## src/include/lan_power_pkg.sv

```systemverilog
// Notes on behaviour
// RQ1 - External reset input at 1 initialises controller and transceiver logic.
// RQ2 - Link controller disable bit set holds controller logic initialised.
// RQ3 - While disabled, link control, hash and buffer registers keep written values.
// RQ4 - While disabled, twisted-pair transceiver stays powered down.
// RQ5 - Standby_n 0 with shutdown select 0 stops internal clocks, oscillator runs.
// RQ6 - Standby_n 0 with shutdown select 1 stops the crystal oscillator.
// RQ7 - Card mode drives standby_n from the card power-down request.
// RQ8 - Card-mode software never writes standby_n directly.
// RQ9 - Software waits 200 us after reset, may program registers meanwhile.
// RQ10 - Clocks restore on wake; after shutdown wait for oscillator to settle.
package lan_power_pkg;
  localparam logic [31:0] ADDR_LINK_SIX = 32'h0000_0000;
  localparam logic [31:0] ADDR_LINK_SEVEN = 32'h0000_0004;
  localparam logic [31:0] ADDR_BUF_FOURTEEN = 32'h0000_0008;
  localparam logic [31:0] ADDR_CARD_ONE = 32'h0000_000C;
  localparam logic [31:0] ADDR_RESET_CTRL = 32'h0000_0010;
  localparam logic [31:0] ADDR_STATUS = 32'h0000_0014;
  localparam int DISABLE_BIT = 7;
  localparam int STANDBY_BIT = 5;
  localparam int SHUTDOWN_BIT = 4;
  localparam int POWER_DOWN_BIT = 2;
  localparam int EXT_RESET_BIT = 0;
  localparam logic [7:0] LINK_SIX_RESET = 8'h80;
  localparam logic [7:0] LINK_SEVEN_RESET = 8'h20;
  localparam logic [7:0] BYTE_ZERO = 8'h00;
  localparam logic [1:0] RESP_OKAY = 2'h0;
  localparam logic [1:0] RESP_SLVERR = 2'h2;
  localparam int WAKE_TIME_US = 200;
  localparam int CLOCK_MHZ = 250;
  localparam int WAKE_CYCLES = WAKE_TIME_US * CLOCK_MHZ;
  localparam int OSC_SETTLE_US = 1000;
  localparam int OSC_SETTLE_CYCLES = OSC_SETTLE_US * CLOCK_MHZ;
  typedef enum logic [3:0] {
    ST_RUN = 4'b0001,
    ST_STANDBY = 4'b0010,
    ST_SHUTDOWN = 4'b0100,
    ST_SETTLE = 4'b1000
  } power_state_t;
endpackage : lan_power_pkg

```

## src/rtl/lan_reset_power_control.sv

```systemverilog
// The register offsets and register access over AXI4-Lite were chosen for this implementation.
module lan_reset_power_control
  import lan_power_pkg::*;
#(
  parameter int SETTLE_CYCLES = OSC_SETTLE_CYCLES
)
(
  input wire logic CLOCK_IN,
  input wire logic ARST_N_IN,
  input wire logic CLK_EN_IN,
  input wire logic EXT_RESET_IN,
  input wire logic CARD_MODE_IN,
  input wire logic [31:0] S_AXI_AWADDR_IN,
  input wire logic S_AXI_AWVALID_IN,
  output logic S_AXI_AWREADY_OUT,
  input wire logic [31:0] S_AXI_WDATA_IN,
  input wire logic [3:0] S_AXI_WSTRB_IN,
  input wire logic S_AXI_WVALID_IN,
  output logic S_AXI_WREADY_OUT,
  output logic [1:0] S_AXI_BRESP_OUT,
  output logic S_AXI_BVALID_OUT,
  input wire logic S_AXI_BREADY_IN,
  input wire logic [31:0] S_AXI_ARADDR_IN,
  input wire logic S_AXI_ARVALID_IN,
  output logic S_AXI_ARREADY_OUT,
  output logic [31:0] S_AXI_RDATA_OUT,
  output logic [1:0] S_AXI_RRESP_OUT,
  output logic S_AXI_RVALID_OUT,
  input wire logic S_AXI_RREADY_IN,
  output logic CTRL_RESET_OUT,
  output logic XCVR_RESET_OUT,
  output logic XCVR_POWER_DOWN_OUT,
  output logic CORE_CLOCK_GATE_OUT,
  output logic OSC_ENABLE_OUT
);

  logic ext_meta;
  logic ext_sync;
  logic mode_meta;
  logic mode_sync;
  logic [7:0] link_control_reg_six;
  logic [7:0] link_control_reg_seven;
  logic [7:0] buffer_mgmt_reg_fourteen;
  logic [7:0] card_config_reg_one;
  logic soft_ext_reset;
  logic aw_held;
  logic w_held;
  logic [31:0] aw_addr;
  logic [31:0] w_data;
  logic [3:0] w_strb;
  power_state_t state;
  power_state_t next_state;
  logic [31:0] settle_count;

  // Byte 0 write under strobe
  function automatic logic [7:0] merge_byte(input logic [7:0] old_val, input logic [31:0] data,
                                            input logic [3:0] strb);
    merge_byte = strb[0] ? data[7:0] : old_val;
  endfunction : merge_byte

  wire ext_reset = ext_sync | soft_ext_reset;
  wire standby_n = link_control_reg_seven[STANDBY_BIT];
  wire shutdown_select = buffer_mgmt_reg_fourteen[SHUTDOWN_BIT];
  wire link_controller_disable = link_control_reg_six[DISABLE_BIT];
  wire do_write = aw_held & w_held & ~S_AXI_BVALID_OUT;
  wire hit_six = aw_addr == ADDR_LINK_SIX;
  wire hit_seven = aw_addr == ADDR_LINK_SEVEN;
  wire hit_fourteen = aw_addr == ADDR_BUF_FOURTEEN;
  wire hit_card = aw_addr == ADDR_CARD_ONE;
  wire hit_rst = aw_addr == ADDR_RESET_CTRL;
  wire write_hit = hit_six | hit_seven | hit_fourteen | hit_card | hit_rst;
  wire [7:0] seven_written = merge_byte(link_control_reg_seven, w_data, w_strb);
  // Card mode drops software's standby bit, the power-down request owns it
  wire [7:0] seven_masked = CARD_MODE_IN ?
    {seven_written[7:6], link_control_reg_seven[STANDBY_BIT], seven_written[4:0]} :
    seven_written; // see RQ8
  wire do_read = S_AXI_ARVALID_IN & ~S_AXI_RVALID_OUT;
  wire [31:0] rd_byte =
    (S_AXI_ARADDR_IN == ADDR_LINK_SIX) ? {24'h00_0000, link_control_reg_six} :
    (S_AXI_ARADDR_IN == ADDR_LINK_SEVEN) ? {24'h00_0000, link_control_reg_seven} :
    (S_AXI_ARADDR_IN == ADDR_BUF_FOURTEEN) ? {24'h00_0000, buffer_mgmt_reg_fourteen} :
    (S_AXI_ARADDR_IN == ADDR_CARD_ONE) ? {24'h00_0000, card_config_reg_one} :
    (S_AXI_ARADDR_IN == ADDR_RESET_CTRL) ? {31'h0000_0000, soft_ext_reset} :
    {28'h000_0000, state};
  wire read_hit = (S_AXI_ARADDR_IN[31:5] == 27'h000_0000) &
    (S_AXI_ARADDR_IN[4:0] <= ADDR_STATUS[4:0]) & (S_AXI_ARADDR_IN[1:0] == 2'h0);

  assign S_AXI_AWREADY_OUT = ~aw_held;
  assign S_AXI_WREADY_OUT = ~w_held;
  assign S_AXI_ARREADY_OUT = ~S_AXI_RVALID_OUT;

  always_ff @(posedge CLOCK_IN or negedge ARST_N_IN)
  begin
    if (!ARST_N_IN)
    begin
      ext_meta <= 1'b0;
      ext_sync <= 1'b0;
      mode_meta <= 1'b0;
      mode_sync <= 1'b0;
    end
    else if (CLK_EN_IN)
    begin
      ext_meta <= EXT_RESET_IN;
      ext_sync <= ext_meta;
      mode_meta <= card_config_reg_one[POWER_DOWN_BIT];
      mode_sync <= mode_meta;
    end
  end

  // Bus channels
  always_ff @(posedge CLOCK_IN or negedge ARST_N_IN)
  begin
    if (!ARST_N_IN)
    begin
      aw_held <= 1'b0;
      w_held <= 1'b0;
      aw_addr <= 32'h0000_0000;
      w_data <= 32'h0000_0000;
      w_strb <= 4'h0;
      S_AXI_BVALID_OUT <= 1'b0;
      S_AXI_BRESP_OUT <= RESP_OKAY;
      S_AXI_RVALID_OUT <= 1'b0;
      S_AXI_RDATA_OUT <= 32'h0000_0000;
      S_AXI_RRESP_OUT <= RESP_OKAY;
    end
    else if (CLK_EN_IN)
    begin
      if (S_AXI_AWVALID_IN && !aw_held)
      begin
        aw_held <= 1'b1;
        aw_addr <= S_AXI_AWADDR_IN;
      end
      if (S_AXI_WVALID_IN && !w_held)
      begin
        w_held <= 1'b1;
        w_data <= S_AXI_WDATA_IN;
        w_strb <= S_AXI_WSTRB_IN;
      end
      if (do_write)
      begin
        S_AXI_BVALID_OUT <= 1'b1;
        S_AXI_BRESP_OUT <= write_hit ? RESP_OKAY : RESP_SLVERR;
      end
      else if (S_AXI_BVALID_OUT && S_AXI_BREADY_IN)
      begin
        S_AXI_BVALID_OUT <= 1'b0;
        aw_held <= 1'b0;
        w_held <= 1'b0;
      end
      if (do_read)
      begin
        S_AXI_RVALID_OUT <= 1'b1;
        S_AXI_RDATA_OUT <= read_hit ? rd_byte : 32'h0000_0000;
        S_AXI_RRESP_OUT <= read_hit ? RESP_OKAY : RESP_SLVERR;
      end
      else if (S_AXI_RREADY_IN)
      begin
        S_AXI_RVALID_OUT <= 1'b0;
      end
    end
  end

  // Registers; the disable bit only reinitialises datapath, never these values
  always_ff @(posedge CLOCK_IN or negedge ARST_N_IN)
  begin
    if (!ARST_N_IN)
    begin
      link_control_reg_six <= LINK_SIX_RESET;
      link_control_reg_seven <= LINK_SEVEN_RESET;
      buffer_mgmt_reg_fourteen <= BYTE_ZERO;
      card_config_reg_one <= BYTE_ZERO;
      soft_ext_reset <= 1'b0;
    end
    else if (CLK_EN_IN)
    begin
      if (ext_reset)
      begin
        link_control_reg_six <= LINK_SIX_RESET; // see RQ1
        link_control_reg_seven <= LINK_SEVEN_RESET; // see RQ1
        buffer_mgmt_reg_fourteen <= BYTE_ZERO; // see RQ1
        card_config_reg_one <= BYTE_ZERO;
      end
      else if (do_write)
      begin
        if (hit_six)
          link_control_reg_six <= merge_byte(link_control_reg_six, w_data, w_strb); // see RQ3
        if (hit_seven)
          link_control_reg_seven <= seven_masked; // see RQ3
        if (hit_fourteen)
          buffer_mgmt_reg_fourteen <= merge_byte(buffer_mgmt_reg_fourteen, w_data, w_strb);
        if (hit_card)
          card_config_reg_one <= merge_byte(card_config_reg_one, w_data, w_strb);
      end
      if (CARD_MODE_IN && !ext_reset)
        link_control_reg_seven[STANDBY_BIT] <= ~mode_sync; // see RQ7
      if (do_write && hit_rst && w_strb[0])
        soft_ext_reset <= w_data[EXT_RESET_BIT];
    end
  end

  // Power state
  always_comb
  begin
    next_state = state;
    case (state)
      ST_RUN:
        if (!standby_n)
          next_state = shutdown_select ? ST_SHUTDOWN : ST_STANDBY; // see RQ5 RQ6
      ST_STANDBY:
        if (standby_n)
          next_state = ST_RUN; // see RQ10
        else if (shutdown_select)
          next_state = ST_SHUTDOWN; // see RQ6
      ST_SHUTDOWN:
        if (standby_n)
          next_state = ST_SETTLE; // see RQ10
      ST_SETTLE:
        if (settle_count == 32'h0000_0000)
          next_state = ST_RUN; // see RQ10
      default:
        next_state = ST_RUN;
    endcase
  end

  always_ff @(posedge CLOCK_IN or negedge ARST_N_IN)
  begin
    if (!ARST_N_IN)
    begin
      state <= ST_RUN;
      settle_count <= 32'h0000_0000;
    end
    else if (CLK_EN_IN)
    begin
      state <= ext_reset ? ST_RUN : next_state;
      if (next_state == ST_SETTLE && state != ST_SETTLE)
        settle_count <= 32'(SETTLE_CYCLES - 1);
      else if (settle_count != 32'h0000_0000)
        settle_count <= settle_count - 32'h0000_0001;
    end
  end

  // Outputs registered so gating never glitches the clock tree
  always_ff @(posedge CLOCK_IN or negedge ARST_N_IN)
  begin
    if (!ARST_N_IN)
    begin
      CTRL_RESET_OUT <= 1'b1;
      XCVR_RESET_OUT <= 1'b1;
      XCVR_POWER_DOWN_OUT <= 1'b1;
      CORE_CLOCK_GATE_OUT <= 1'b0;
      OSC_ENABLE_OUT <= 1'b1;
    end
    else if (CLK_EN_IN)
    begin
      CTRL_RESET_OUT <= ext_reset | link_controller_disable; // see RQ1 RQ2
      XCVR_RESET_OUT <= ext_reset; // see RQ1
      XCVR_POWER_DOWN_OUT <= link_controller_disable | (next_state != ST_RUN); // see RQ4
      CORE_CLOCK_GATE_OUT <= next_state != ST_RUN; // see RQ5
      OSC_ENABLE_OUT <= next_state != ST_SHUTDOWN; // see RQ6
    end
  end

endmodule : lan_reset_power_control

```

## config.mk

```make
export PLATFORM = sky130hd
export DESIGN_NAME = lan_reset_power_control
export DESIGN_NICKNAME = d
export VERILOG_FILES = /design/src/include/lan_power_pkg.sv /design/src/rtl/lan_reset_power_control.sv
export SDC_FILE = /design/constraint.sdc
export NUM_CORES = 1
export LEC_CHECK = 0
export BUFFER_PORTS_ARGS = -buffer_cell sky130_fd_sc_hd__clkbuf_2
export CORE_MARGIN = 4
export CORE_UTILIZATION = 58
export DETAILED_ROUTE_END_ITERATION = 6
export MAX_ROUTING_LAYER = met4
export PLACE_DENSITY = 0.86
export SLEW_MARGIN = 20
export SYNTH_ARGS = -nofsm -noshare
export SYNTH_HDL_FRONTEND = slang
export SYNTH_SLANG_ARGS = --single-unit
```

## constraint.sdc

```tcl
create_clock -name CLOCK_IN -period 8.14 [get_ports CLOCK_IN]
set_input_delay 1.628 -clock CLOCK_IN [delete_from_list [all_inputs] [get_ports CLOCK_IN]]
set_output_delay 1.628 -clock CLOCK_IN [all_outputs]
set_load 0.02 [all_outputs]
```

==> run summary <==
STA classifies the critical path endpoint as a flip-flop. Relative to the synthesized area, the layout overhead comes to 17.7%. The average instance in the mapped netlist occupies 10.9 sq um.

The logs give 2 for the maximum clock insertion buffer count and 0.259 for the aggregate global-route resource usage. Total power: 0.00238 W. Area of the core region: 10900 sq um. Async set-or-reset flop fraction in the synthesized netlist: 1.00. The main flop type after synthesis was dfrtp_1.

The final routed DRC violation total was 0; the number of vias per cell was 6.11. The tools report the count of H-tree levels built during CTS as 4. The number of synthesized flops with an enable pin came out at 0.

Entering global routing, the biggest net connects 69 pins. The final count of pins violating max slew is 0, and the combined area of all synthesized cells is 6470 sq um. For this block, the initial DRC count from the detailed router was 485. The tightest min-delay check is of the flip-flop to flip-flop type. The flow ran to the end, and the final reports show no timing, DRC or antenna violations. On the final layout, the worst clock skew is 6.12 ps.

Along the worst hold path, the cell count comes to 2. After legalization and detailed placement, the total HPWL measured 10500 microns. After clock tree synthesis, the clock-pin slew on the worst setup and hold paths is 60 ps.

Path depth of the worst reg2reg path: 5. The maximum ir drop on the vdd rail came out at 230 uV. The number of max-capacitance violations reported is 0.

The area of the die is 12900 sq um. Count of vias placed by the detailed router: 5142. The critical setup path kind was input pin to flip-flop. From left edge to right edge, the die measures 114 microns. TritonCTS built the clock tree.

Adding up every negative setup slack in the final design gives 0 ps. The repair_antennas step left the layout with diodes totalling 0. The worst setup path is launched from an input pin.

The logs give 0.873 for the weighted congestion at the end of routability-driven global placement and 591 for the post-synthesis cell count. For the number of endpoints failing setup at the final stage, the log shows 0. The worst hold path begins at S_AXI_RDATA_OUT[4]. The tools report the data arrival time at the worst-slack endpoint as 4330 ps.

For hold timing, the worst endpoint is S_AXI_RDATA_OUT[4]. The period utilization works out to 0.479. For this design, the CTS-stage hold fixing added 0 buffers. The number of optimization iterations in the first detailed-route pass is 5, and the via count of the first global-routing pass is 5441. CTS saw 133 sinks. The remaining global-route overflow is 0.

The count of buffers added on input and output ports is 102. Counting distinct cell types in the post-synthesis netlist gives 56. The number of antenna violations at the first check in global routing is 0, and the transition at the pin with the smallest max-transition slack is 985 ps.

The fraction of final layout cells with drive strength greater than 1 works out to 0.302. At the worst endpoint, the required time is 8570 ps. The worst register-to-register path begins at settle_count[11]. The tools report the cell chosen for the clock root as clkbuf_8. The tools report the total clock buffers created by CTS as 17. The final hold violation count was 0; the boundary pin count was 156. The tools report the number of resized instances in the post-cts repair step as 0. Derived from the worst setup path, the maximum achievable clock frequency is 0.256 GHz. Maximum fanout along the worst path: 37. The floorplan step set the die height to 114 microns. Dividing total power by cell area gives a power density of 312 nW/um^2. The number of setup buffers added after CTS is 0. The total of flip-flops plus latches after synthesis is 133, and the normalized max-slew margin is 0.337. The count of nets left with antenna violations after detail routing came out at 0. During synthesis, Yosys emitted a total of 0 warnings.

The floorplan has 38 rows. The effective utilization at floorplan was 0.594. The final routed wire length divided by cell count was 18.3 microns; the flop-to-flop setup slack was 5090 ps. The logs give 0.516 for the share of the yosys chip area belonging to registers and 3.58 nW for the static power due to leakage. The tools report the clock latency reported for the late side of the worst-skew pair as 520 ps.

Setup repair after global routing left no endpoint under its margin. Counting I/O delays and the setup requirement, the final critical path takes 3900 ps. The final layout contains routed wiring with a total length of 15400 microns. The final layout contains 800 nets. The terminus of the critical flop-to-flop path was settle_count[28]. For the global-route wire length before repair, the log shows 25700 microns.
## layer usage
layer	up-vias	track usage	share of wire
met4	0	0.107	0.025
li1	2344	-	-
met5	-	-	0
met2	258	0.422	0.50
met1	2501	0.311	0.40
met3	39	0.0637	0.076
## cell families (layout without fill, tap and decap cells)
group,count (synthesis),count (layout),share of synthesized area
mux,70,70,0.131
fa+ha+maj,1,1,0.00193
simple gates,195,195,0.159
other cells,1,26,0.000580
compound gates,113,113,0.124
buf+inv,69,155,0.0553
xor+xnor,9,9,0.0122
flops,133,133,0.516
## cells in the mapped netlist (all sizes together), types with 3 or more instances
library cell	n	area share
a21o	3	0.0035
a21oi	30	0.023
a222oi	3	0.0046
a22o	14	0.019
a31o	3	0.0041
a31oi	4	0.0039
and3	5	0.0048
buf	32	0.034
clkbuf	20	0.012
dfrtp	126	0.49
dfstp	7	0.028
inv	17	0.0099
mux2	47	0.082
mux2i	16	0.025
mux4	7	0.024
nand2	57	0.033
nand2b	5	0.0048
nand3	16	0.012
nand3b	3	0.0035
nand4	5	0.0048
nor2	27	0.016
nor3	10	0.0077
nor3b	3	0.0035
nor4	23	0.022
nor4b	5	0.0068
o211ai	3	0.0035
o21ai	16	0.012
o22a	3	0.0041
o311ai	4	0.0054
o31ai	10	0.012
o41ai	3	0.0064
or2	6	0.0058
or3	11	0.011
or4	16	0.020
xnor2	4	0.0054
xor2	5	0.0068
## sequential cells by signal, indices dropped and copies added, names as in the netlist, 4 cells and up
name / flops
card_config_reg_one: 8
link_control_reg_seven: 8
S_AXI_RDATA_OUT: 8
aw_addr: 32
w_data: 8
settle_count: 32
link_control_reg_six: 8
state: 4
buffer_mgmt_reg_fourteen: 8
## through the flow
step,area (sq um),utilization,worst slack (ps),std cells,hold slack (ps)
2_1_floorplan,6560,-,4430,616,464
3_3_place_gp,6990,0.642,3820,810,467
3_5_place_dp,6990,0.642,3600,810,471
4_1_cts,7610,0.699,4080,842,484
5_1_grt,7610,0.699,4020,842,513
6_report,7610,0.699,4240,842,480
## worst max-delay path by stage
stage | start | end | slack [ps] | depth (start not counted)
after floorplan | CLK_EN_IN | card_config_reg_one[0] | 4430 | 6
after global placement | CLK_EN_IN | buffer_mgmt_reg_fourteen[6] | 3820 | 6
after detailed placement | CLK_EN_IN | buffer_mgmt_reg_fourteen[3] | 3600 | 6
after CTS | CLK_EN_IN | buffer_mgmt_reg_fourteen[6] | 4080 | 6
after global routing | CLK_EN_IN | card_config_reg_one[4] | 4020 | 6
final | CLK_EN_IN | card_config_reg_one[7] | 4240 | 6
## cell type report
cell class | count | area, sq um
Sequential cell | 133 | 3340
Fill cell | 729 | 3270
Multi-Input combinational cell | 414 | 2870
Timing Repair Buffer | 106 | 543
Clock buffer | 18 | 428
Clock inverter | 14 | 199
Tap cell | 140 | 175
Inverter | 17 | 63.8
## report_power, final
group	total [W]	internal [W]	switching (W)
logic	0.000565	0.000238	0.000327
clock network	0.000801	0.000509	0.000292
registers	0.00101	0.000842	0.000169
total	0.00238	0.00159	0.000787
## placed cells by master, fill, tap and decap left out, types with 4 or more instances in the layout
cell type	netlist	routed
clkbuf_16	0	16
o31ai_1	10	10
buf_4	26	5
or2_2	6	6
or4_1	14	14
a21oi_1	30	30
mux4_2	7	7
mux2_2	47	47
inv_6	0	4
bufinv_16	0	4
or3_1	11	11
a22o_1	14	14
nor4b_1	5	5
xnor2_1	4	4
nor2_1	27	27
o21ai_0	16	16
clkinvlp_4	0	4
nor3_1	10	10
dfrtp_1	126	126
nand2_1	57	57
o311ai_0	4	4
nor4_1	23	23
conb_1	1	26
xor2_1	5	5
nand2b_1	5	5
clkbuf_2	0	101
dfstp_2	7	7
nand3_1	16	16
inv_1	17	17
and3_1	5	5
mux2i_1	16	16
a31oi_1	4	4
nand4_1	5	5
## worst max-delay path, stage by stage
cell and delay, ps:
clkbuf_2 70, buf_4 350, nand2_1 460, a2111oi_1 840, nand3_1 630, mux2i_1 340
Power figures use the tool's default switching activity.
